$ cat config.mk
export PLATFORM = sky130hd
export DESIGN_NAME = atc2_timer
export DESIGN_NICKNAME = d
export VERILOG_FILES = /design/src/atc2_pkg.sv /design/src/atc2_prescaler.sv /design/src/atc2_compare.sv /design/src/atc2_timer.sv
export SDC_FILE = /design/constraint.sdc
export NUM_CORES = 1
export LEC_CHECK = 0
export ABC_AREA = 0
export BUFFER_PORTS_ARGS = -buffer_cell sky130_fd_sc_hd__buf_2
export CAP_MARGIN = 40
export CORE_UTILIZATION = 55
export CTS_CLUSTER_DIAMETER = 150
export DETAILED_ROUTE_END_ITERATION = 10
export PLACE_DENSITY_LB_ADDON = 0.2
export SLEW_MARGIN = 10
export SYNTH_ARGS = -nofsm -noshare
export SYNTH_HDL_FRONTEND = slang
export SYNTH_SLANG_ARGS = --single-unit
$ cat constraint.sdc
create_clock -name aclk -period 2.9 [get_ports aclk]
set_input_delay 0.145 -clock aclk [delete_from_list [all_inputs] [get_ports aclk]]
set_output_delay 0.145 -clock aclk [all_outputs]
set_load 0.01 [all_outputs]
$ cat src/atc2_pkg.sv
// Package with register map, field layout and encodings of the timer block.
package atc2_pkg;

  localparam int ADDR_W = 12;

  // Register indices; the byte address is four times the index.
  localparam logic [9:0] IDX_CONTROL_A = 10'h0B0;
  localparam logic [9:0] IDX_CONTROL_B = 10'h0B1;
  localparam logic [9:0] IDX_COUNTER = 10'h0B2;
  localparam logic [9:0] IDX_COMPARE_A = 10'h0B3;
  localparam logic [9:0] IDX_COMPARE_B = 10'h0B4;
  localparam logic [9:0] IDX_IRQ_MASK = 10'h0B5;
  localparam logic [9:0] IDX_ASYNC_STATUS = 10'h0B6;
  localparam logic [9:0] IDX_IRQ_FLAGS = 10'h037;

  // Field positions.
  localparam int CA_COM_A_LSB = 6;
  localparam int CA_COM_B_LSB = 4;
  localparam int CB_FORCE_A = 7;
  localparam int CB_FORCE_B = 6;
  localparam int CB_WGM_HIGH = 3;
  localparam int AS_EXTERNAL_CLOCK_ENABLE = 6;
  localparam int AS_ASYNC = 5;
  localparam int UB_COUNTER = 4;
  localparam int UB_COMPARE_A = 3;
  localparam int UB_COMPARE_B = 2;
  localparam int UB_CONTROL_A = 1;
  localparam int UB_CONTROL_B = 0;
  localparam int IRQ_COMPARE_B = 2;
  localparam int IRQ_COMPARE_A = 1;
  localparam int IRQ_OVERFLOW = 0;

  // Implemented bits and reset values.
  localparam logic [7:0] CA_MASK = 8'hF3;
  localparam logic [7:0] RESET_BYTE = 8'h00;
  localparam logic [3:0] RESET_CB = 4'h0;
  localparam logic [4:0] RESET_BUSY = 5'h00;
  localparam logic [2:0] RESET_IRQ = 3'h0;
  localparam logic [7:0] COUNT_MAX = 8'hFF;
  localparam logic [7:0] COUNT_BOTTOM = 8'h00;

  // Prescaler masks for clock select codes 2 to 7.
  localparam logic [9:0] DIV8_MASK = 10'h007;
  localparam logic [9:0] DIV32_MASK = 10'h01F;
  localparam logic [9:0] DIV64_MASK = 10'h03F;
  localparam logic [9:0] DIV128_MASK = 10'h07F;
  localparam logic [9:0] DIV256_MASK = 10'h0FF;
  localparam logic [9:0] DIV1024_MASK = 10'h3FF;

  localparam logic [1:0] RESP_OKAY = 2'h0;
  localparam logic [1:0] RESP_SLVERR = 2'h2;

  typedef enum logic [1:0] {WAVE_NORMAL, WAVE_CTC, WAVE_FAST, WAVE_PHASE} atc2_wave_t;

endpackage

$ cat src/atc2_prescaler.sv
// Prescaler that turns timer source ticks into counter ticks.
`timescale 1ns/1ns
`default_nettype none
module atc2_prescaler
  import atc2_pkg::*;
(
  input wire logic aclk,
  input wire logic aresetn,
  input wire logic src_tick,
  input wire logic [2:0] clock_select_field,
  output logic tick
);

  logic [9:0] div_r;
  logic [9:0] div_nxt;
  logic [9:0] mask;

  always_comb begin
    div_nxt = src_tick ? div_r + 10'h001 : div_r;
    mask = DIV1024_MASK;
    unique case (clock_select_field)
      3'h0, 3'h1: mask = 10'h000;
      3'h2: mask = DIV8_MASK;
      3'h3: mask = DIV32_MASK;
      3'h4: mask = DIV64_MASK;
      3'h5: mask = DIV128_MASK;
      3'h6: mask = DIV256_MASK;
      3'h7: mask = DIV1024_MASK;
    endcase
    // Code zero stops the counter; code one passes the source clock undivided and the rest divide it.
    tick = src_tick && (clock_select_field != 3'h0) && ((div_r & mask) == mask);
  end

  always_ff @(posedge aclk) begin
    if (!aresetn) begin
      div_r <= 10'h000;
    end else begin
      div_r <= div_nxt;
    end
  end

endmodule
`default_nettype wire

$ cat src/atc2_compare.sv
// Waveform output of one compare channel.
`timescale 1ns/1ns
`default_nettype none
module atc2_compare
  import atc2_pkg::*;
(
  input wire logic aclk,
  input wire logic aresetn,
  input wire logic match,
  input wire logic force_strobe,
  input wire logic at_bottom,
  input wire logic counting_down,
  input wire logic toggle_ok,
  input wire atc2_wave_t wave,
  input wire logic [1:0] output_mode,
  output logic wave_out
);

  logic out_r;
  logic out_nxt;

  always_comb begin
    out_nxt = out_r;
    if (force_strobe || (match && (wave == WAVE_NORMAL || wave == WAVE_CTC))) begin
      // A forced match acts through the output mode bits of this moment.
      unique case (output_mode)
        2'h0: out_nxt = out_r;
        2'h1: out_nxt = !out_r;
        2'h2: out_nxt = 1'b0;
        2'h3: out_nxt = 1'b1;
      endcase
    end else if (match) begin
      // A match drives the waveform output.
      unique case (output_mode)
        2'h0: out_nxt = out_r;
        2'h1: out_nxt = toggle_ok ? !out_r : out_r;
        2'h2: out_nxt = (wave == WAVE_PHASE) && counting_down;
        2'h3: out_nxt = !((wave == WAVE_PHASE) && counting_down);
      endcase
    end else if (at_bottom && wave == WAVE_FAST && output_mode[1]) begin
      out_nxt = !output_mode[0];
    end
  end

  always_ff @(posedge aclk) begin
    if (!aresetn) begin
      out_r <= 1'b0;
    end else begin
      out_r <= out_nxt;
    end
  end

  assign wave_out = out_r;

endmodule
`default_nettype wire

$ cat src/atc2_timer.sv
// Eight-bit timer with two compare channels behind an AXI4-Lite slave.
//
// Functional notes
// - Force strobe applies match to waveform output.
// - Forced match sets no flag, no clear.
// - Force strobe bits always read zero.
// - Reserved bits read as zero.
// - Clock select: stop, undivided, or prescaled.
// - Counter is readable and writable live.
// - Counter write blocks next compare match.
// - Compare registers continuously compared with counter.
// - Mask enables gate flags with global bit.
// - Flags set on events, clear by vector/one.
// - Phase PWM overflow flag at bottom turn.
// - External clock enable selects input buffer.
// - Async select chooses oscillator or I/O clock.
// - Async counter write sets busy until transfer.
// - Waveform mode sets sequence and top.
// - Async reads: live counter, control and compare from shadow.
//
// The AXI4-Lite register port was decided locally.
`timescale 1ns/1ns
`default_nettype none
module atc2_timer
  import atc2_pkg::*;
(
  input wire logic aclk,
  input wire logic aresetn,
  input wire logic [ADDR_W-1:0] s_axi_awaddr,
  input wire logic s_axi_awvalid,
  output logic s_axi_awready,
  input wire logic [31:0] s_axi_wdata,
  input wire logic [3:0] s_axi_wstrb,
  input wire logic s_axi_wvalid,
  output logic s_axi_wready,
  output logic [1:0] s_axi_bresp,
  output logic s_axi_bvalid,
  input wire logic s_axi_bready,
  input wire logic [ADDR_W-1:0] s_axi_araddr,
  input wire logic s_axi_arvalid,
  output logic s_axi_arready,
  output logic [31:0] s_axi_rdata,
  output logic [1:0] s_axi_rresp,
  output logic s_axi_rvalid,
  input wire logic s_axi_rready,
  input wire logic timer_osc_input,
  input wire logic global_irq_enable,
  input wire logic [2:0] vector_ack,
  output logic [2:0] irq_request,
  output logic osc_buffer_enable,
  output logic crystal_osc_enable,
  output logic waveform_out_a,
  output logic waveform_out_b
);

  ////////////////////////////////////////////////////////////////////////////
  // Bus slave.

  logic aw_ok_r, aw_ok_nxt, w_ok_r, w_ok_nxt, bvalid_r, bvalid_nxt, rvalid_r, rvalid_nxt;
  logic [9:0] aw_idx_r, aw_idx_nxt;
  logic [7:0] wdata_r, wdata_nxt;
  logic wstrb_r, wstrb_nxt;
  logic [1:0] bresp_r, bresp_nxt, rresp_r, rresp_nxt;
  logic [31:0] rdata_r, rdata_nxt;
  logic wr_fire, wr_en, rd_fire;
  logic [9:0] rd_idx;
  logic [7:0] rd_byte;
  logic rd_hit, wr_hit;

  // Timer state declared early for the read mux.
  logic [7:0] ctrl_a_sh_r, ctrl_a_r, ocra_sh_r, ocra_r, ocrb_sh_r, ocrb_r, cnt_sh_r, count_r;
  logic [3:0] ctrl_b_sh_r, ctrl_b_r;
  logic [4:0] busy_r;
  logic external_clock_enable_r, async_r;
  logic [2:0] mask_r, flags_r;

  function automatic logic known_idx(input logic [9:0] idx);
    known_idx = idx == IDX_CONTROL_A || idx == IDX_CONTROL_B || idx == IDX_COUNTER ||
                idx == IDX_COMPARE_A || idx == IDX_COMPARE_B || idx == IDX_IRQ_MASK ||
                idx == IDX_ASYNC_STATUS || idx == IDX_IRQ_FLAGS;
  endfunction

  always_comb begin
    s_axi_awready = !aw_ok_r && !bvalid_r;
    s_axi_wready = !w_ok_r && !bvalid_r;
    s_axi_arready = !rvalid_r;
    wr_fire = aw_ok_r && w_ok_r && !bvalid_r;
    wr_hit = known_idx(aw_idx_r);
    wr_en = wr_fire && wstrb_r && wr_hit;
    rd_fire = s_axi_arvalid && s_axi_arready;
    rd_idx = s_axi_araddr[ADDR_W-1:2];
    rd_hit = known_idx(rd_idx);
    rd_byte = RESET_BYTE;
    unique case (rd_idx)
      IDX_CONTROL_A: rd_byte = ctrl_a_sh_r & CA_MASK;
      IDX_CONTROL_B: rd_byte = {4'h0, ctrl_b_sh_r};
      IDX_COUNTER: rd_byte = count_r;
      IDX_COMPARE_A: rd_byte = ocra_sh_r;
      IDX_COMPARE_B: rd_byte = ocrb_sh_r;
      IDX_IRQ_MASK: rd_byte = {5'h00, mask_r};
      IDX_ASYNC_STATUS: rd_byte = {1'b0, external_clock_enable_r, async_r, busy_r};
      IDX_IRQ_FLAGS: rd_byte = {5'h00, flags_r};
      default: rd_byte = RESET_BYTE;
    endcase
    aw_ok_nxt = aw_ok_r;
    aw_idx_nxt = aw_idx_r;
    w_ok_nxt = w_ok_r;
    wdata_nxt = wdata_r;
    wstrb_nxt = wstrb_r;
    bvalid_nxt = bvalid_r;
    bresp_nxt = bresp_r;
    rvalid_nxt = rvalid_r;
    rresp_nxt = rresp_r;
    rdata_nxt = rdata_r;
    if (s_axi_awvalid && s_axi_awready) begin
      aw_ok_nxt = 1'b1;
      aw_idx_nxt = s_axi_awaddr[ADDR_W-1:2];
    end
    if (s_axi_wvalid && s_axi_wready) begin
      w_ok_nxt = 1'b1;
      wdata_nxt = s_axi_wdata[7:0];
      wstrb_nxt = s_axi_wstrb[0];
    end
    if (wr_fire) begin
      aw_ok_nxt = 1'b0;
      w_ok_nxt = 1'b0;
      bvalid_nxt = 1'b1;
      bresp_nxt = wr_hit ? RESP_OKAY : RESP_SLVERR;
    end else if (bvalid_r && s_axi_bready) begin
      bvalid_nxt = 1'b0;
    end
    if (rd_fire) begin
      rvalid_nxt = 1'b1;
      rdata_nxt = {24'h000000, rd_byte};
      rresp_nxt = rd_hit ? RESP_OKAY : RESP_SLVERR;
    end else if (rvalid_r && s_axi_rready) begin
      rvalid_nxt = 1'b0;
    end
  end

  always_ff @(posedge aclk) begin
    if (!aresetn) begin
      aw_ok_r <= 1'b0;
      aw_idx_r <= 10'h000;
      w_ok_r <= 1'b0;
      wdata_r <= RESET_BYTE;
      wstrb_r <= 1'b0;
      bvalid_r <= 1'b0;
      bresp_r <= RESP_OKAY;
      rvalid_r <= 1'b0;
      rresp_r <= RESP_OKAY;
      rdata_r <= 32'h00000000;
    end else begin
      aw_ok_r <= aw_ok_nxt;
      aw_idx_r <= aw_idx_nxt;
      w_ok_r <= w_ok_nxt;
      wdata_r <= wdata_nxt;
      wstrb_r <= wstrb_nxt;
      bvalid_r <= bvalid_nxt;
      bresp_r <= bresp_nxt;
      rvalid_r <= rvalid_nxt;
      rresp_r <= rresp_nxt;
      rdata_r <= rdata_nxt;
    end
  end

  assign s_axi_bvalid = bvalid_r;
  assign s_axi_bresp = bresp_r;
  assign s_axi_rvalid = rvalid_r;
  assign s_axi_rresp = rresp_r;
  assign s_axi_rdata = rdata_r;

  ////////////////////////////////////////////////////////////////////////////
  // Counter, configuration and flags.

  logic [7:0] ctrl_a_sh_nxt, ctrl_a_nxt, ocra_sh_nxt, ocra_nxt, ocrb_sh_nxt, ocrb_nxt;
  logic [7:0] cnt_sh_nxt, count_nxt, top;
  logic [3:0] ctrl_b_sh_nxt, ctrl_b_nxt;
  logic [4:0] busy_nxt;
  logic external_clock_enable_nxt, async_nxt, down_r, down_nxt, block_r, block_nxt, osc_q_r;
  logic [2:0] mask_nxt, flags_nxt, flag_set, flag_clr;
  logic [2:0] wgm;
  atc2_wave_t wave;
  logic src_tick, tick, match_a, match_b, force_a, force_b, at_bottom;

  always_comb begin
    wgm = {ctrl_b_r[CB_WGM_HIGH], ctrl_a_r[1:0]};
    // Mode field picks counting sequence and top value.
    unique case (wgm)
      3'h1, 3'h5: wave = WAVE_PHASE;
      3'h2: wave = WAVE_CTC;
      3'h3, 3'h7: wave = WAVE_FAST;
      default: wave = WAVE_NORMAL;
    endcase
    top = (wgm[2] || wave == WAVE_CTC) ? ocra_r : COUNT_MAX;
    // I/O clock when zero, oscillator edges when one.
    src_tick = async_r ? (timer_osc_input && !osc_q_r) : 1'b1;
    // Strobes only act in non-PWM modes and store nothing.
    force_a = wr_en && aw_idx_r == IDX_CONTROL_B && wdata_r[CB_FORCE_A] &&
              (wave == WAVE_NORMAL || wave == WAVE_CTC);
    force_b = wr_en && aw_idx_r == IDX_CONTROL_B && wdata_r[CB_FORCE_B] &&
              (wave == WAVE_NORMAL || wave == WAVE_CTC);
    // A counter write removes the match at the next timer clock.
    match_a = tick && !block_r && count_r == ocra_r;
    match_b = tick && !block_r && count_r == ocrb_r;
    at_bottom = tick && wave == WAVE_FAST && count_r == top;
    ctrl_a_sh_nxt = ctrl_a_sh_r;
    ctrl_b_sh_nxt = ctrl_b_sh_r;
    ocra_sh_nxt = ocra_sh_r;
    ocrb_sh_nxt = ocrb_sh_r;
    cnt_sh_nxt = cnt_sh_r;
    ctrl_a_nxt = ctrl_a_r;
    ctrl_b_nxt = ctrl_b_r;
    ocra_nxt = ocra_r;
    ocrb_nxt = ocrb_r;
    busy_nxt = busy_r;
    external_clock_enable_nxt = external_clock_enable_r;
    async_nxt = async_r;
    mask_nxt = mask_r;
    down_nxt = down_r;
    block_nxt = tick ? 1'b0 : block_r;
    count_nxt = count_r;
    flag_set = 3'h0;
    if (tick) begin
      // Forced matches never reach this path, so they set no flag and clear nothing.
      unique case (wave)
        WAVE_NORMAL: begin
          count_nxt = count_r + 8'h01;
          flag_set[IRQ_OVERFLOW] = count_r == COUNT_MAX;
        end
        WAVE_CTC: begin
          count_nxt = (count_r == top) ? COUNT_BOTTOM : count_r + 8'h01;
          flag_set[IRQ_OVERFLOW] = count_r == COUNT_MAX;
        end
        WAVE_FAST: begin
          count_nxt = (count_r == top) ? COUNT_BOTTOM : count_r + 8'h01;
          flag_set[IRQ_OVERFLOW] = count_r == top;
        end
        WAVE_PHASE: begin
          if (!down_r) begin
            down_nxt = count_r == top;
            count_nxt = (count_r == top) ? count_r - 8'h01 : count_r + 8'h01;
          end else begin
            down_nxt = count_r != COUNT_BOTTOM;
            count_nxt = (count_r == COUNT_BOTTOM) ? count_r + 8'h01 : count_r - 8'h01;
            flag_set[IRQ_OVERFLOW] = count_r == COUNT_BOTTOM;
          end
        end
      endcase
    end
    flag_set[IRQ_COMPARE_A] = match_a;
    flag_set[IRQ_COMPARE_B] = match_b;
    // Pending async updates move over on the next source edge.
    if (src_tick) begin
      if (busy_r[UB_COUNTER]) count_nxt = cnt_sh_r;
      if (busy_r[UB_COMPARE_A]) ocra_nxt = ocra_sh_r;
      if (busy_r[UB_COMPARE_B]) ocrb_nxt = ocrb_sh_r;
      if (busy_r[UB_CONTROL_A]) ctrl_a_nxt = ctrl_a_sh_r;
      if (busy_r[UB_CONTROL_B]) ctrl_b_nxt = ctrl_b_sh_r;
      busy_nxt = RESET_BUSY;
    end
    flag_clr = vector_ack;
    if (wr_en) begin
      unique case (aw_idx_r)
        IDX_CONTROL_A: begin
          ctrl_a_sh_nxt = wdata_r & CA_MASK;
          if (async_r) busy_nxt[UB_CONTROL_A] = 1'b1;
          else ctrl_a_nxt = wdata_r & CA_MASK;
        end
        IDX_CONTROL_B: begin
          ctrl_b_sh_nxt = wdata_r[3:0];
          if (async_r) busy_nxt[UB_CONTROL_B] = 1'b1;
          else ctrl_b_nxt = wdata_r[3:0];
        end
        IDX_COUNTER: begin
          cnt_sh_nxt = wdata_r;
          block_nxt = 1'b1;
          if (async_r) busy_nxt[UB_COUNTER] = 1'b1;
          else count_nxt = wdata_r;
        end
        IDX_COMPARE_A: begin
          ocra_sh_nxt = wdata_r;
          if (async_r) busy_nxt[UB_COMPARE_A] = 1'b1;
          else ocra_nxt = wdata_r;
        end
        IDX_COMPARE_B: begin
          ocrb_sh_nxt = wdata_r;
          if (async_r) busy_nxt[UB_COMPARE_B] = 1'b1;
          else ocrb_nxt = wdata_r;
        end
        IDX_IRQ_MASK: mask_nxt = wdata_r[2:0];
        IDX_ASYNC_STATUS: begin
          external_clock_enable_nxt = wdata_r[AS_EXTERNAL_CLOCK_ENABLE];
          async_nxt = wdata_r[AS_ASYNC];
        end
        IDX_IRQ_FLAGS: flag_clr = flag_clr | wdata_r[2:0];
        default: flag_clr = vector_ack;
      endcase
    end
    // An event in the clearing cycle keeps its flag.
    flags_nxt = (flags_r & ~flag_clr) | flag_set;
  end

  always_ff @(posedge aclk) begin
    if (!aresetn) begin
      ctrl_a_sh_r <= RESET_BYTE;
      ctrl_a_r <= RESET_BYTE;
      ctrl_b_sh_r <= RESET_CB;
      ctrl_b_r <= RESET_CB;
      ocra_sh_r <= RESET_BYTE;
      ocra_r <= RESET_BYTE;
      ocrb_sh_r <= RESET_BYTE;
      ocrb_r <= RESET_BYTE;
      cnt_sh_r <= RESET_BYTE;
      count_r <= RESET_BYTE;
      busy_r <= RESET_BUSY;
      external_clock_enable_r <= 1'b0;
      async_r <= 1'b0;
      mask_r <= RESET_IRQ;
      flags_r <= RESET_IRQ;
      down_r <= 1'b0;
      block_r <= 1'b0;
      osc_q_r <= 1'b0;
    end else begin
      ctrl_a_sh_r <= ctrl_a_sh_nxt;
      ctrl_a_r <= ctrl_a_nxt;
      ctrl_b_sh_r <= ctrl_b_sh_nxt;
      ctrl_b_r <= ctrl_b_nxt;
      ocra_sh_r <= ocra_sh_nxt;
      ocra_r <= ocra_nxt;
      ocrb_sh_r <= ocrb_sh_nxt;
      ocrb_r <= ocrb_nxt;
      cnt_sh_r <= cnt_sh_nxt;
      count_r <= count_nxt;
      busy_r <= busy_nxt;
      external_clock_enable_r <= external_clock_enable_nxt;
      async_r <= async_nxt;
      mask_r <= mask_nxt;
      flags_r <= flags_nxt;
      down_r <= down_nxt;
      block_r <= block_nxt;
      osc_q_r <= timer_osc_input;
    end
  end

  assign irq_request = flags_r & mask_r & {3{global_irq_enable}};
  assign osc_buffer_enable = external_clock_enable_r && async_r;
  assign crystal_osc_enable = async_r && !external_clock_enable_r;

  ////////////////////////////////////////////////////////////////////////////
  // Prescaler and compare channels.

  atc2_prescaler u_prescaler (
    .aclk(aclk),
    .aresetn(aresetn),
    .src_tick(src_tick),
    .clock_select_field(ctrl_b_r[2:0]),
    .tick(tick)
  );

  atc2_compare u_compare_a (
    .aclk(aclk),
    .aresetn(aresetn),
    .match(match_a),
    .force_strobe(force_a),
    .at_bottom(at_bottom),
    .counting_down(down_r),
    .toggle_ok(ctrl_b_r[CB_WGM_HIGH]),
    .wave(wave),
    .output_mode(ctrl_a_r[CA_COM_A_LSB+1:CA_COM_A_LSB]),
    .wave_out(waveform_out_a)
  );

  atc2_compare u_compare_b (
    .aclk(aclk),
    .aresetn(aresetn),
    .match(match_b),
    .force_strobe(force_b),
    .at_bottom(at_bottom),
    .counting_down(down_r),
    .toggle_ok(1'b0),
    .wave(wave),
    .output_mode(ctrl_a_r[CA_COM_B_LSB+1:CA_COM_B_LSB]),
    .wave_out(waveform_out_b)
  );

endmodule
`default_nettype wire

* After elaboration in Yosys (flattened, before gate mapping)
Memory sizes are Yosys's and may differ from the RTL's. A register that Yosys moved wholly into a read port is not among the register bits.
Cells that the tools add are included.
** Word-level totals
- Flip-flop bits (word level) :: 133
- ROM bits :: 80
- Output and inout port bits :: 48
- Logic and storage cells :: 245
- Memories :: 1
** Operators by class
- $add $sub $neg :: 3
- Equality and inequality tests :: 40
- Mux-type cells :: 74
- Bitwise operators :: 8
- Reductions and logical operators :: 88
** Memory list
- (no name shown) :: depth 8, width 10, rd ports 1, clocked after Yosys merged registers in 1, wr ports 0, RTL line atc2_prescaler.sv:21 : unique case (clock_select_field)
** Operators with widths (count)
- $mux W8 :: 26
- $eq A10 B8 Y1 const B :: 14
- $pmux W8 S8 :: 1
- $logic_and A1 B1 Y1 :: 32
- $mux W1 :: 28
- $eq A8 B8 Y1 :: 3
- $pmux W8 S3 :: 1
- $eq A10 B6 Y1 const B :: 2
- $mux W4 :: 5
- $logic_or A1 B1 Y1 :: 18
- $reduce_and A2 Y1 :: 8
- $eq A2 B2 Y1 const B :: 6
- $logic_not A1 Y1 :: 12
- $pmux W1 S3 :: 4
- $reduce_or A2 Y1 :: 6
- $add A10 B1 Y10 const B :: 1
- $and A10 B10 Y10 :: 1
- $eq A10 B10 Y1 :: 1
- $mux W5 :: 2
- $and A3 B3 Y3 :: 3
- $mux W3 :: 3
- $reduce_bool A3 Y1 :: 3
- $add A8 B1 Y8 const B :: 1
- $eq A8 B8 Y1 const B :: 1
- 20 further kinds :: 31

* Logic depth before layout (Yosys ltp)
Gate-level depths: netlist of the first run.
- Depth in word-level cells :: 16
- Depth in mapped cells :: 12
- Mapped depth without buffers :: 8

* Cells and area by module
From an unflattened synthesis of the first run, not the netlist that was laid out.
** Unflattened totals
- Cells, all modules :: 870
- Area, all modules :: 6993.0 µm²
** Modules (own cells, without submodules)
- atc2_timer :: times used 1, cells each 778, area each 6218.5 µm², seq. area each 2342.2 µm²
- atc2_prescaler :: times used 1, cells each 60, area each 526.8 µm², seq. area each 200.2 µm²
- atc2_compare :: times used 2, cells each 16, area each 123.9 µm², seq. area each 20.0 µm²

* Least setup slack after synthesis of the first run
OpenSTA, ideal clock, no wires.
- Path type :: register to register
- Start point :: reg count_r[7]
- End point :: reg count_r[3]
- Data arrival time :: 2.317 ns
- Data required time :: 2.783 ns
- Setup slack :: 0.466 ns
- Cell stages (with the launch flop) :: 10
- Period minus slack after synthesis :: 2.434 ns
- Cell sequence :: dfxtp_1 -> buf_6 -> inv_4 -> a22o_1 -> or4_4 -> or3_4 -> a31oi_4 -> o21bai_1 -> a211o_1 -> a32o_1
** Between the ends
- Cells in the longest elaborated chain, start to end :: 10
- Elaborated cells on any way between the ends :: 13
** RTL lines
- from (decl) :: RTL line atc2_timer.sv:71 : logic [7:0] ctrl_a_sh_r, ctrl_a_r, ocra_sh_r, ocra_r, ocrb_sh_r, ocrb_r, cnt_sh_r, count_r;
- from (signal assigned) :: RTL line atc2_timer.sv:334 : count_r <= count_nxt;
- $eq A8 B8 Y1 / $logic_not A8 Y1 (equally long branches)
- $mux W8 (on tied branches) :: RTL line atc2_timer.sv:242, atc2_timer.sv:245
- $mux W8 :: RTL line atc2_timer.sv:240 : if (!down_r) begin
- $pmux W8 S3 (*) :: RTL line atc2_timer.sv:226 : unique case (wave)
- $mux W8 (*) :: RTL line atc2_timer.sv:224 : if (tick) begin
- $mux W8 :: RTL line atc2_timer.sv:255 : if (busy_r[UB_COUNTER]) count_nxt = cnt_sh_r;
- $mux W8 (*) :: RTL line atc2_timer.sv:254 : if (src_tick) begin
- $mux W8 :: RTL line atc2_timer.sv:278 : if (async_r) busy_nxt[UB_COUNTER] = 1'b1;
- $mux W8 :: RTL line atc2_timer.sv:264 : unique case (aw_idx_r)
- $mux W8 (*) :: RTL line atc2_timer.sv:263 : if (wr_en) begin
Every way passes the cells marked *; elsewhere a longest branch is shown, timed or not.
A chain may end at the register's enable or synchronous reset.

* Worst setup path after layout of the first run
- Start point :: reg count_r[3]
- End point :: reg count_r[3]
** Between the ends
- Cells in the longest elaborated chain, start to end :: 10
- Elaborated cells on any way between the ends :: 15
** RTL lines (RTL line)
- $add A8 B1 Y8, or another cell as far along
- $mux W8 (on tied branches) :: atc2_timer.sv:242, atc2_timer.sv:245
- $mux W8 :: atc2_timer.sv:240
- $pmux W8 S3 :: atc2_timer.sv:226
- $mux W8 (*) :: atc2_timer.sv:224
- $mux W8 :: atc2_timer.sv:255
- $mux W8 (*) :: atc2_timer.sv:254
- $mux W8 :: atc2_timer.sv:278
- $mux W8 :: atc2_timer.sv:264
- $mux W8 (*) :: atc2_timer.sv:263
Marked as above.

==> key figures, run 1 <==
Global route
  • Via count of the first global-routing pass: 6274
  • Largest net degree at the start of global routing: 74
  • Busiest layer in global routing: met2
  • Global routing usage summed across all routing layers: 32.4%
  • Initial antenna violation count: 0
  • GR Util met1: 44.6%
  • Met2 Usage GRT: 52.0%
  • Routing usage on met3: 5.35%
  • Remaining Overflow, GRT: 0
  • Global-route wire length before repair: 33.0 mm

Layout
  • Final Net Count: 1004
  • Final Cell Area: 0.00846 mm^2
  • Share of layout cells above drive strength 1: 16.2%
  • Antenna diodes: 0
  • Layout area overhead: 17.2%

CTS
  • Clock root buffer: sky130_fd_sc_hd__clkbuf_16
  • Clock sinks: 135
  • CTS tree: built
  • Clock Pin Slew Worst Setup and Hold Paths: 0.06 ns
  • Number of levels in the clock H-tree: 4
  • Clock buffers created by TritonCTS: 17
  • Number of buffers on the longest clock path: 2
  • Worst-Skew Late Latency: 0.42 ns

STA
  • Final setup vio count: 0
  • Least-Margin Pin Slew: 0.807 ns
  • Clock period minus final worst setup slack: 2.69 ns
  • Rel. slew slack: 46.1%
  • Final hold violation count: 0
  • Final clock skew: 0.00773 ns
  • Least setup slack across all paths after layout: 0.213 ns
  • Total negative slack for setup checks: 0 ns
  • Share of the cycle needed by the critical path after routing: 92.6%
  • Final Max Tran Viols: 0
  • Setup repair after global routing missed its margin: false
  • Max Fclk: 372 MHz

Power and ir drop
  • Worst VDD drop: 489 uV
  • Share of power burned in the clock network: 49.8%
  • Share of total power consumed by net switching: 24.1%
  • Sequential power share: 44.2%
  • Combinational power share: 5.9%
  • Internal power: 3.32 mW
  • Power dissipated by switching net loads: 1.06 mW
  • Total power per unit cell area: 517 mW/mm^2
  • Overall Power: 4.37 mW
  • Leak Pwr: 3.60 nW

Detailed routing
  • Vias per cell: 5.96
  • Iteration-0 DRC count of the detailed router: 666
  • Final routed DRC violation total: 0
  • First-pass iteration count of the detailed router: 8
  • DRT Wirelength: 20.7 mm
  • Final antenna-violating net count: 0
  • Average routed wire per standard cell: 18.6 um
  • Routed via count: 6631

Setup path
  • Max FO, Critical Path: 9
  • Start point of the critical path: count_r[3]
  • Crit start category: flop
  • Destination of the worst register-to-register timing path: count_r[3]
  • Register-to-register setup slack: 0.21 ns
  • Crit path arrival time: 3.00 ns
  • Kind of critical path: flop to flop
  • Register-to-Register Path Depth: 7
  • Required time of the critical path: 3.21 ns
  • Endpoint class of the critical path: flop
  • Worst flop-to-flop path startpoint: count_r[3]

Floorplan
  • Number of top-level pins: 120
  • Floorplan die height: 117 um
  • Die Footprint: 0.0136 mm^2
  • Core Area: 0.0127 mm^2
  • Number of standard-cell rows in the floorplan: 41
  • Die width: 117 um
  • Starting utilization of the core area: 56.8%

Placed design
  • Standard cell area after detailed placement: 0.00764 mm^2
  • Final Wtd Congestion: 0.893
  • HPWL Detailed: 14.6 mm
  • Worst setup slack after placement: 0.0336 ns
  • Port buffer count: 62

Yosys
  • Primary flip-flop cell chosen by synthesis mapping: sky130_fd_sc_hd__dfxtp_1
  • Warnings, synthesis: 0
  • Number of flip-flops and latches in the synthesized netlist: 135
  • Mapped Avg Cell Area: 8.44 um^2
  • Post-synth EDFFs: 0
  • Cell area after technology mapping: 0.00722 mm^2
  • Post-synthesis cell type count: 75
  • Asr flop ratio synth: 0%
  • Gate count after technology mapping: 856
  • Sequential share of the synthesized area: 37.4%

Min path
  • Number of cells traversed by the worst hold path: 3
  • Worst min-delay path endpoint: wdata_r[7]
  • Hold/Removal Path Class: input pin to flop
  • Hold Startpoint: s_axi_wdata[7]

Flow run
  • Count of max-cap constraint violations: 0

Outcome
  • Run status: finished clean
-- layout by cell type (no fill, tap or decap), types with 26 or more instances in the layout --
master / netlist / routed
sky130_fd_sc_hd__nor2b_1: 42 / 42
sky130_fd_sc_hd__nand3_1: 58 / 58
sky130_fd_sc_hd__buf_2: 6 / 61
sky130_fd_sc_hd__conb_1: 1 / 26
sky130_fd_sc_hd__dfxtp_1: 135 / 135
sky130_fd_sc_hd__mux2i_1: 50 / 50
sky130_fd_sc_hd__nand2_1: 113 / 113
sky130_fd_sc_hd__nor2_1: 32 / 32
sky130_fd_sc_hd__buf_4: 27 / 34
sky130_fd_sc_hd__o21ai_0: 36 / 36
sky130_fd_sc_hd__a21boi_0: 31 / 31
-- worst max-delay path, stage by stage, from the launching register on --
cell                       delay (ns)
sky130_fd_sc_hd__dfxtp_1         0.55
sky130_fd_sc_hd__o22ai_1         0.16
sky130_fd_sc_hd__or4_4           0.59
sky130_fd_sc_hd__or3_4           0.41
sky130_fd_sc_hd__a31oi_4         0.24
sky130_fd_sc_hd__o21bai_1        0.10
sky130_fd_sc_hd__a211o_1         0.31
sky130_fd_sc_hd__a32o_1          0.21
-- cells in the mapped netlist (6+ instances only) --
library cell | instances | area share, %
sky130_fd_sc_hd__a21oi_1 | 23 | 1.6
sky130_fd_sc_hd__inv_1 | 13 | 0.68
sky130_fd_sc_hd__nand2b_1 | 11 | 0.95
sky130_fd_sc_hd__dfxtp_1 | 135 | 37
sky130_fd_sc_hd__nand4_1 | 10 | 0.87
sky130_fd_sc_hd__buf_1 | 6 | 0.31
sky130_fd_sc_hd__buf_2 | 6 | 0.42
sky130_fd_sc_hd__a31oi_1 | 6 | 0.52
sky130_fd_sc_hd__nand2_1 | 113 | 5.9
sky130_fd_sc_hd__mux2i_1 | 50 | 6.9
sky130_fd_sc_hd__o21ai_0 | 36 | 2.5
sky130_fd_sc_hd__nand3_1 | 58 | 4.0
sky130_fd_sc_hd__xnor2_1 | 17 | 2.1
sky130_fd_sc_hd__or3_1 | 9 | 0.78
sky130_fd_sc_hd__a21boi_0 | 31 | 3.2
sky130_fd_sc_hd__and3_1 | 6 | 0.52
sky130_fd_sc_hd__clkbuf_1 | 47 | 2.4
sky130_fd_sc_hd__o211a_1 | 20 | 2.8
sky130_fd_sc_hd__and2_1 | 25 | 2.2
sky130_fd_sc_hd__o311a_1 | 14 | 1.9
sky130_fd_sc_hd__nor2_1 | 32 | 1.7
sky130_fd_sc_hd__buf_4 | 27 | 2.8
sky130_fd_sc_hd__nor2b_1 | 42 | 3.6
sky130_fd_sc_hd__nor3_1 | 14 | 0.97
-- cell families (layout without fill, tap and decap cells) --
| group | count (synthesis) | in the layout | synth area share, % |
|---|---|---|---|
| muxes | 55 | 55 | 8.02 |
| AOI/OAI and AO/OA | 184 | 184 | 19.0 |
| xor gates and xnor gates | 22 | 22 | 2.67 |
| DFF | 135 | 135 | 37.4 |
| buffers and inverters | 105 | 164 | 7.12 |
| adders and majority gates | 4 | 4 | 0.693 |
| and+or+nand+nor | 350 | 350 | 25.1 |
| other | 1 | 26 | 0.0519 |
-- stage by stage --
stage	hold slack (ns)	cells	utilization [%]
final	0.0232	1112	66.5
after global routing	0.0309	1112	66.5
after CTS	0.0142	1112	66.4
after detailed placement	0.372	1060	60.1
after global placement	0.367	1060	60.1
after floorplan	0.272	881	-
-- how the worst max path moves through the flow --
| stage | endpoint | slack (ns) | cells after the start |
|---|---|---|---|
| 3_5_place_dp | u_compare_a.wave_out | 0.03 | 10 |
| 5_1_grt | u_compare_a.wave_out | 0.05 | 10 |
| 2_1_floorplan | count_r[3] | 0.47 | 9 |
| 3_3_place_gp | u_compare_a.wave_out | 0.20 | 10 |
| 4_1_cts | u_compare_a.wave_out | 0.01 | 10 |
| 6_report | count_r[3] | 0.21 | 7 |
-- routing by layer --
metal,share of wire [%],wire length (um)
met4,1.8,366
met1,45,9260
met5,0,0
met3,7.3,1510
met2,46,9600
-- area by class of cell --
cell class	count	area, um^2
sequential	135	2700
clock buffer	20	457
multi-input combinational	641	4110
fill	1089	4260
inverter	17	66.3
tap	172	215
clock inverter	11	140
timing repair buffer	116	771
-- what timing repair did --
action,CTS,global route
setup buffers,0,0
hold buffers,21,0
endpoints found under the hold margin,20,0
endpoints found under the setup margin,0,2
resized for setup,0,3
-- sequential cells by signal (all words and copies together), names as in the netlist, 5 cells and up --
register / count
aw_idx_r: 10
busy_r: 5
cnt_sh_r: 8
count_r: 8
ctrl_a_r: 6
ctrl_a_sh_r: 6
ocra_r: 8
ocra_sh_r: 8
ocrb_r: 8
ocrb_sh_r: 8
s_axi_rdata: 8
u_prescaler.div_r: 10
u_prescaler.mask: 6
wdata_r: 8
-- power by group through the flow --
| stage | sequential [mW] | combinational, mW | clock, mW |
|---|---|---|---|
| after floorplan | 1.94 | 0.188 | 0 |
| after global placement | 1.97 | 0.222 | 0 |
| after CTS | 1.93 | 0.253 | 2.20 |
| after detailed placement | 1.97 | 0.229 | 0 |
| after global routing | 1.94 | 0.285 | 2.29 |
| final | 1.93 | 0.259 | 2.18 |
Note: power is estimated with default switching activity, not from simulation.
==> run 2, diff against run 1 <==
--- a/config.mk
+++ b/config.mk
@@ -11,6 +11,7 @@
 export CORE_UTILIZATION = 55
 export CTS_CLUSTER_DIAMETER = 150
 export DETAILED_ROUTE_END_ITERATION = 10
+export HOLD_SLACK_MARGIN = 0.08
 export PLACE_DENSITY_LB_ADDON = 0.2
 export SLEW_MARGIN = 10
 export SYNTH_ARGS = -nofsm -noshare
==> key figures, run 2 (synthesis gave the netlist of run 1 again) <==
CTS
  • Clock sinks: 135 (unchanged)
  • Number of buffers on the longest clock path: 2 (unchanged)
  • Number of levels in the clock H-tree: 4 (unchanged)
  • CTS tree: built (unchanged)
  • Clock Pin Slew Worst Setup and Hold Paths: 0.06 ns (about the same)
  • Clock root buffer: sky130_fd_sc_hd__clkbuf_16 (unchanged)
  • Worst-Skew Late Latency: 0.42 ns (about the same)
  • Clock buffers created by TritonCTS: 17 (unchanged)
  • Post-CTS Setup Inserts: 0 (unchanged)

Min path
  • Worst min-delay path endpoint: flags_r[2] (was wdata_r[7])
  • Number of cells traversed by the worst hold path: 4 (was 3)
  • Hold Startpoint: vector_ack[2] (was s_axi_wdata[7])
  • Hold/Removal Path Class: input pin to flop (unchanged)

Power and ir drop
  • Total power per unit cell area: 516 mW/mm^2 (was 517 mW/mm^2)
  • Leak Pwr: 3.61 nW (was 3.60 nW)
  • Worst VDD drop: 498 uV (was 489 uV)

Outcome
  • Run status: finished clean (unchanged)

Detailed routing
  • First-pass iteration count of the detailed router: 6 (was 8)
  • DRT Wirelength: 20.9 mm (was 20.7 mm)
  • Routed via count: 6625 (was 6631)
  • Final routed DRC violation total: 0 (unchanged)
  • Iteration-0 DRC count of the detailed router: 725 (was 666)
  • Average routed wire per standard cell: 18.8 um (was 18.6 um)
  • Final antenna-violating net count: 0 (unchanged)
  • Vias per cell: 5.95 (was 5.96)

Floorplan
  • Die width: 117 um (unchanged)
  • Die Footprint: 0.0136 mm^2 (unchanged)
  • Number of standard-cell rows in the floorplan: 41 (unchanged)
  • Floorplan die height: 117 um (unchanged)
  • Starting utilization of the core area: 56.8% (unchanged)
  • Core Area: 0.0127 mm^2 (unchanged)
  • Number of top-level pins: 120 (unchanged)

STA
  • Share of the cycle needed by the critical path after routing: 92.4% (was 92.6%)
  • Least-Margin Pin Slew: 0.812 ns (was 0.807 ns)
  • Hold slack final: 0.127 ns (was 0.0232 ns)
  • Max Fclk: 373 MHz (was 372 MHz)
  • Rel. slew slack: 45.8% (was 46.1%)
  • Setup repair after global routing missed its margin: false (unchanged)
  • Total negative slack for setup checks: 0 ns (unchanged)
  • Final hold violation count: 0 (unchanged)
  • Final Max Tran Viols: 0 (unchanged)
  • Final setup vio count: 0 (unchanged)
  • Clock period minus final worst setup slack: 2.68 ns (was 2.69 ns)
  • Final clock skew: 0.00774 ns (was 0.00773 ns)

Flow run
  • Count of max-cap constraint violations: 0 (unchanged)

Placed design
  • HPWL Detailed: 14.6 mm (unchanged)
  • Final Wtd Congestion: 0.893 (unchanged)
  • Port buffer count: 62 (unchanged)

Setup path
  • Slowest stage cell on the critical path: sky130_fd_sc_hd__or4_4 (unchanged)
  • Required time of the critical path: 3.21 ns (about the same)
  • Endpoint class of the critical path: flop (unchanged)
  • Kind of cell adding the most delay to the critical path: compound AO/OA/AOI/OAI gates (unchanged)
  • Sequence of cells on the critical path: o22ai_1 > or4_4 > or3_4 > a31oi_4 > o21bai_1 > a211o_1 > a32o_1 (unchanged)
  • Crit path arrival time: 2.99 ns (was 3.00 ns)
  • Max FO, Critical Path: 9 (unchanged)
  • Kind of critical path: flop to flop (unchanged)
  • Destination of the worst register-to-register timing path: count_r[3] (unchanged)
  • Start point of the critical path: count_r[3] (unchanged)
  • Register-to-register setup slack: 0.22 ns (was 0.21 ns)
  • Critical path's largest stage delay: 0.59 ns (about the same)
  • Register-to-Register Path Depth: 7 (unchanged)
  • Worst flop-to-flop path startpoint: count_r[3] (unchanged)
  • Count of buffer and inverter cells on the critical path: 0 (unchanged)
  • Crit start category: flop (unchanged)

Global route
  • Global-route wire length before repair: 33.1 mm (was 33.0 mm)
  • Global routing usage summed across all routing layers: 32.5% (was 32.4%)
  • Largest net degree at the start of global routing: 74 (unchanged)
  • Remaining Overflow, GRT: 0 (unchanged)
  • Via count of the first global-routing pass: 6301 (was 6274)
  • Initial antenna violation count: 0 (unchanged)

Layout
  • Top Registers: aw_idx_r x10, u_prescaler.div_r x10 (unchanged)
  • Layout area overhead: 17.5% (was 17.2%)
  • Reg area: 0.00270 mm^2 (unchanged)
  • Filler cell count in the final layout: 1089 (unchanged)
  • Share of layout cells above drive strength 1: 16.1% (was 16.2%)
  • Commonest non-fill, non-tap cells in the layout: sky130_fd_sc_hd__dfxtp_1, sky130_fd_sc_hd__nand2_1, sky130_fd_sc_hd__buf_2 (unchanged)
  • Multi-input gate area: 0.00411 mm^2 (unchanged)
  • Leading cell type in the layout, fill and taps excluded: sky130_fd_sc_hd__dfxtp_1 (unchanged)
  • Antenna diodes: 0 (unchanged)
  • Final Net Count: 1006 (was 1004)
[run 2: cell types whose count changed in the layout (fill, tap and decap cells not counted), sizes merged]
cell	previous run	this run
dlygate4sd3	21	23
[run 2: worst max-delay path by stage]
stage	endpoint	slack [ns]	cells past startpoint
after global routing	u_compare_a.wave_out	0.05	10
after floorplan	count_r[3]	0.47	9
after detailed placement	u_compare_a.wave_out	0.03	10
after CTS	u_compare_a.wave_out	0.01	10
final	count_r[3]	0.22	7
after global placement	u_compare_a.wave_out	0.20	10
[run 2: layout make-up]
type                            count  share of cell area (%)
Multi-Input combinational cell    641                    48.5
Clock inverter                     11                    1.65
Timing Repair Buffer              118                    9.32
Sequential cell                   135                    31.9
Inverter                           17                   0.782
Clock buffer                       20                    5.38
Tap cell                          172                    2.54
[run 2: timing repair]
action | in CTS | in global routing
endpoints found under the setup margin | 0 | 2
hold buffers | 23 | 0
gates resized for setup | 0 | 3
endpoints found under the hold margin | 22 | 0
[run 2: metrics by stage]
| step | setup WS [ns] | power, mW | util, % | area (um^2) | cells |
|---|---|---|---|---|---|
| after global placement | 0.201 | 2.19 | 60.1 | 7640 | 1060 |
| final | 0.220 | 4.38 | 66.7 | 8480 | 1114 |
| after detailed placement | 0.0336 | 2.20 | 60.1 | 7640 | 1060 |
| after floorplan | 0.466 | 2.13 | - | 7320 | 881 |
| after CTS | 0.0135 | 4.39 | 66.6 | 8470 | 1114 |
| after global routing | 0.0475 | 4.51 | 66.7 | 8480 | 1114 |
[run 2: worst min-delay path: stages]
cell,delay (ns)
sky130_fd_sc_hd__buf_2,0.07
sky130_fd_sc_hd__nand2b_1,0.09
sky130_fd_sc_hd__a21oi_1,0.04
sky130_fd_sc_hd__o21a_1,0.15
[run 2: routing by layer]
metal	vias to the layer above	global-route usage, %	part of all wire, %
met5	-	0	0
met3	36	5.40	6.5
met2	254	52.3	47
met1	3197	44.6	45
li1	3138	-	-
met4	0	9.96	1.8
[run 2: where the power goes]
group          switching [mW]  internal, mW
clock network           0.857          1.33
registers              0.0496          1.89
logic                   0.154         0.107
==> run 3, diff against run 2 <==
==> constraint.sdc (replaced) <==
create_clock -name aclk -period 2.6 [get_ports aclk]
set_input_delay 0.13 -clock aclk [delete_from_list [all_inputs] [get_ports aclk]]
set_output_delay 0.13 -clock aclk [all_outputs]
set_load 0.01 [all_outputs]
==> key figures, run 3 (synthesis gave the netlist of run 1 again) <==
Detailed routing
  • DRT Wirelength: 21.0 mm (was 20.9 mm)
  • First-pass iteration count of the detailed router: 6 (unchanged)
  • Final routed DRC violation total: 0 (unchanged)
  • Final antenna-violating net count: 0 (unchanged)
  • Routed via count: 6694 (was 6625)
  • Vias per cell: 5.94 (was 5.95)
  • Average routed wire per standard cell: 18.7 um (was 18.8 um)
  • Iteration-0 DRC count of the detailed router: 565 (was 725)

Setup path
  • Required time of the critical path: 2.92 ns (was 3.21 ns)
  • Kind of critical path: flop to flop (unchanged)
  • Endpoint class of the critical path: flop (unchanged)
  • Crit start category: flop (unchanged)
  • Max FO, Critical Path: 4 (was 9)
  • Crit path arrival time: 2.83 ns (was 2.99 ns)

Floorplan
  • Die Footprint: 0.0136 mm^2 (unchanged)
  • Die width: 117 um (unchanged)
  • Number of standard-cell rows in the floorplan: 41 (unchanged)
  • Core Area: 0.0127 mm^2 (unchanged)
  • Floorplan die height: 117 um (unchanged)
  • Starting utilization of the core area: 56.8% (unchanged)
  • Number of top-level pins: 120 (unchanged)

Layout
  • Leading cell type in the layout, fill and taps excluded: sky130_fd_sc_hd__dfxtp_1 (unchanged)
  • Commonest non-fill, non-tap cells in the layout: sky130_fd_sc_hd__dfxtp_1, sky130_fd_sc_hd__nand2_1, sky130_fd_sc_hd__buf_2 (unchanged)
  • Top Registers: aw_idx_r x10, u_prescaler.div_r x10 (unchanged)
  • Layout area overhead: 19.2% (was 17.5%)
  • Antenna diodes: 0 (unchanged)
  • Share of layout cells above drive strength 1: 17.6% (was 16.1%)
  • Final Net Count: 1017 (was 1006)
  • Filler cell count in the final layout: 1065 (was 1089)
  • Final Cell Area: 0.00861 mm^2 (was 0.00848 mm^2)

CTS
  • Clock sinks: 135 (unchanged)
  • Post-CTS Setup Inserts: 0 (unchanged)
  • Worst-Skew Late Latency: 0.43 ns (was 0.42 ns)
  • Clock Pin Slew Worst Setup and Hold Paths: 0.06 ns (about the same)
  • Clock root buffer: sky130_fd_sc_hd__clkbuf_16 (unchanged)
  • Clock buffers created by TritonCTS: 17 (unchanged)
  • Number of levels in the clock H-tree: 4 (unchanged)
  • CTS tree: built (unchanged)
  • Number of buffers on the longest clock path: 2 (unchanged)

Placed design
  • Port buffer count: 62 (unchanged)
  • Final Wtd Congestion: 0.906 (was 0.893)
  • Standard cell area after detailed placement: 0.00774 mm^2 (was 0.00764 mm^2)
  • HPWL Detailed: 14.7 mm (was 14.6 mm)
  • Worst setup slack after placement: 0.0596 ns (was 0.0336 ns)

Flow run
  • Count of max-cap constraint violations: 0 (unchanged)

STA
  • Final clock skew: 0.00882 ns (was 0.00774 ns)
  • Least setup slack across all paths after layout: 0.0920 ns (was 0.220 ns)
  • Rel. slew slack: 49.5% (was 45.8%)
  • Final setup vio count: 0 (unchanged)
  • Final hold violation count: 0 (unchanged)
  • Least-Margin Pin Slew: 0.756 ns (was 0.812 ns)
  • Final Max Tran Viols: 0 (unchanged)
  • Share of the cycle needed by the critical path after routing: 96.5% (was 92.4%)
  • Clock period minus final worst setup slack: 2.51 ns (was 2.68 ns)
  • Setup repair after global routing missed its margin: true (was false)
  • Max Fclk: 399 MHz (was 373 MHz)

Global route
  • Global-route wire length before repair: 32.7 mm (was 33.1 mm)
  • Global routing usage summed across all routing layers: 32.2% (was 32.5%)
  • Via count of the first global-routing pass: 6263 (was 6301)
  • Initial antenna violation count: 0 (unchanged)
  • Remaining Overflow, GRT: 0 (unchanged)
  • Largest net degree at the start of global routing: 129 (was 74)

Power and ir drop
  • Leak Pwr: 3.71 nW (was 3.61 nW)
  • Worst VDD drop: 530 uV (was 498 uV)
  • Total power per unit cell area: 573 mW/mm^2 (was 516 mW/mm^2)

Outcome
  • Run status: finished clean (unchanged)

Min path
  • Hold/Removal Path Class: input pin to flop (unchanged)
-- run 3: path summary, 6_finish.rpt --
check | start | end | slack (ns) | cells after the start
worst max register to register | count_r[7] | count_r[3] | 0.09 | 8
worst min-delay path | vector_ack[2] | flags_r[2] | 0.10 | 4
worst min register to register | aw_idx_r[6] | aw_idx_r[6] | 0.47 | 2
worst max-delay path | count_r[7] | count_r[3] | 0.09 | 8
-- run 3: repair_timing --
action | CTS | global route
hold endpoints to repair | 22 | 0
hold buffers | 23 | 0
endpoints found under the setup margin | 0 | 13
resized for setup | 0 | 10
-- run 3: critical path, stage by stage (launching register included) --
cell	delay, ns
sky130_fd_sc_hd__dfxtp_1	0.38
sky130_fd_sc_hd__inv_4	0.05
sky130_fd_sc_hd__a22o_1	0.19
sky130_fd_sc_hd__or4_4	0.54
sky130_fd_sc_hd__or3_4	0.41
sky130_fd_sc_hd__a31oi_4	0.21
sky130_fd_sc_hd__o21bai_1	0.10
sky130_fd_sc_hd__a211o_1	0.30
sky130_fd_sc_hd__a32o_1	0.21
-- run 3: power breakdown --
group	leakage (nW)	internal (mW)	switching [mW]
combinational	2.32	0.127	0.168
clock	0.296	1.52	0.951
sequential	1.09	2.10	0.0589
-- run 3: metal layers --
| metal | routed length, um | up-vias | GRT usage, % | part of all wire (%) |
|---|---|---|---|---|
| met1 | 9190 | 3222 | 42.3 | 44 |
| met3 | 1640 | 36 | 7.58 | 7.8 |
| met4 | 379 | 0 | 10.1 | 1.8 |
| met5 | 0 | - | 0 | 0 |
| li1 | - | 3155 | - | - |
| met2 | 9830 | 281 | 52.3 | 47 |
-- run 3: area by class of cell --
type | instances | area (um^2) | share of cell area [%]
Multi-Input combinational cell | 641 | 4130 | 48.0
Tap cell | 172 | 215 | 2.50
Clock inverter | 13 | 170 | 1.98
Clock buffer | 19 | 433 | 5.03
Inverter | 17 | 66.3 | 0.770
Sequential cell | 135 | 2710 | 31.4
Timing Repair Buffer | 129 | 886 | 10.3
-- run 3: through the flow --
stage | util [%] | instances | total power [mW] | hold WS, ns | TNS, ns
floorplan | - | 881 | 2.38 | 0.257 | 0
global placement | 60.8 | 1071 | 2.45 | 0.378 | 0
detailed placement | 60.8 | 1071 | 2.47 | 0.381 | 0
CTS | 67.4 | 1126 | 4.94 | 0.0968 | 0
global route | 67.7 | 1126 | 5.08 | 0.119 | -0.0559
finish | 67.7 | 1126 | 4.93 | 0.102 | 0
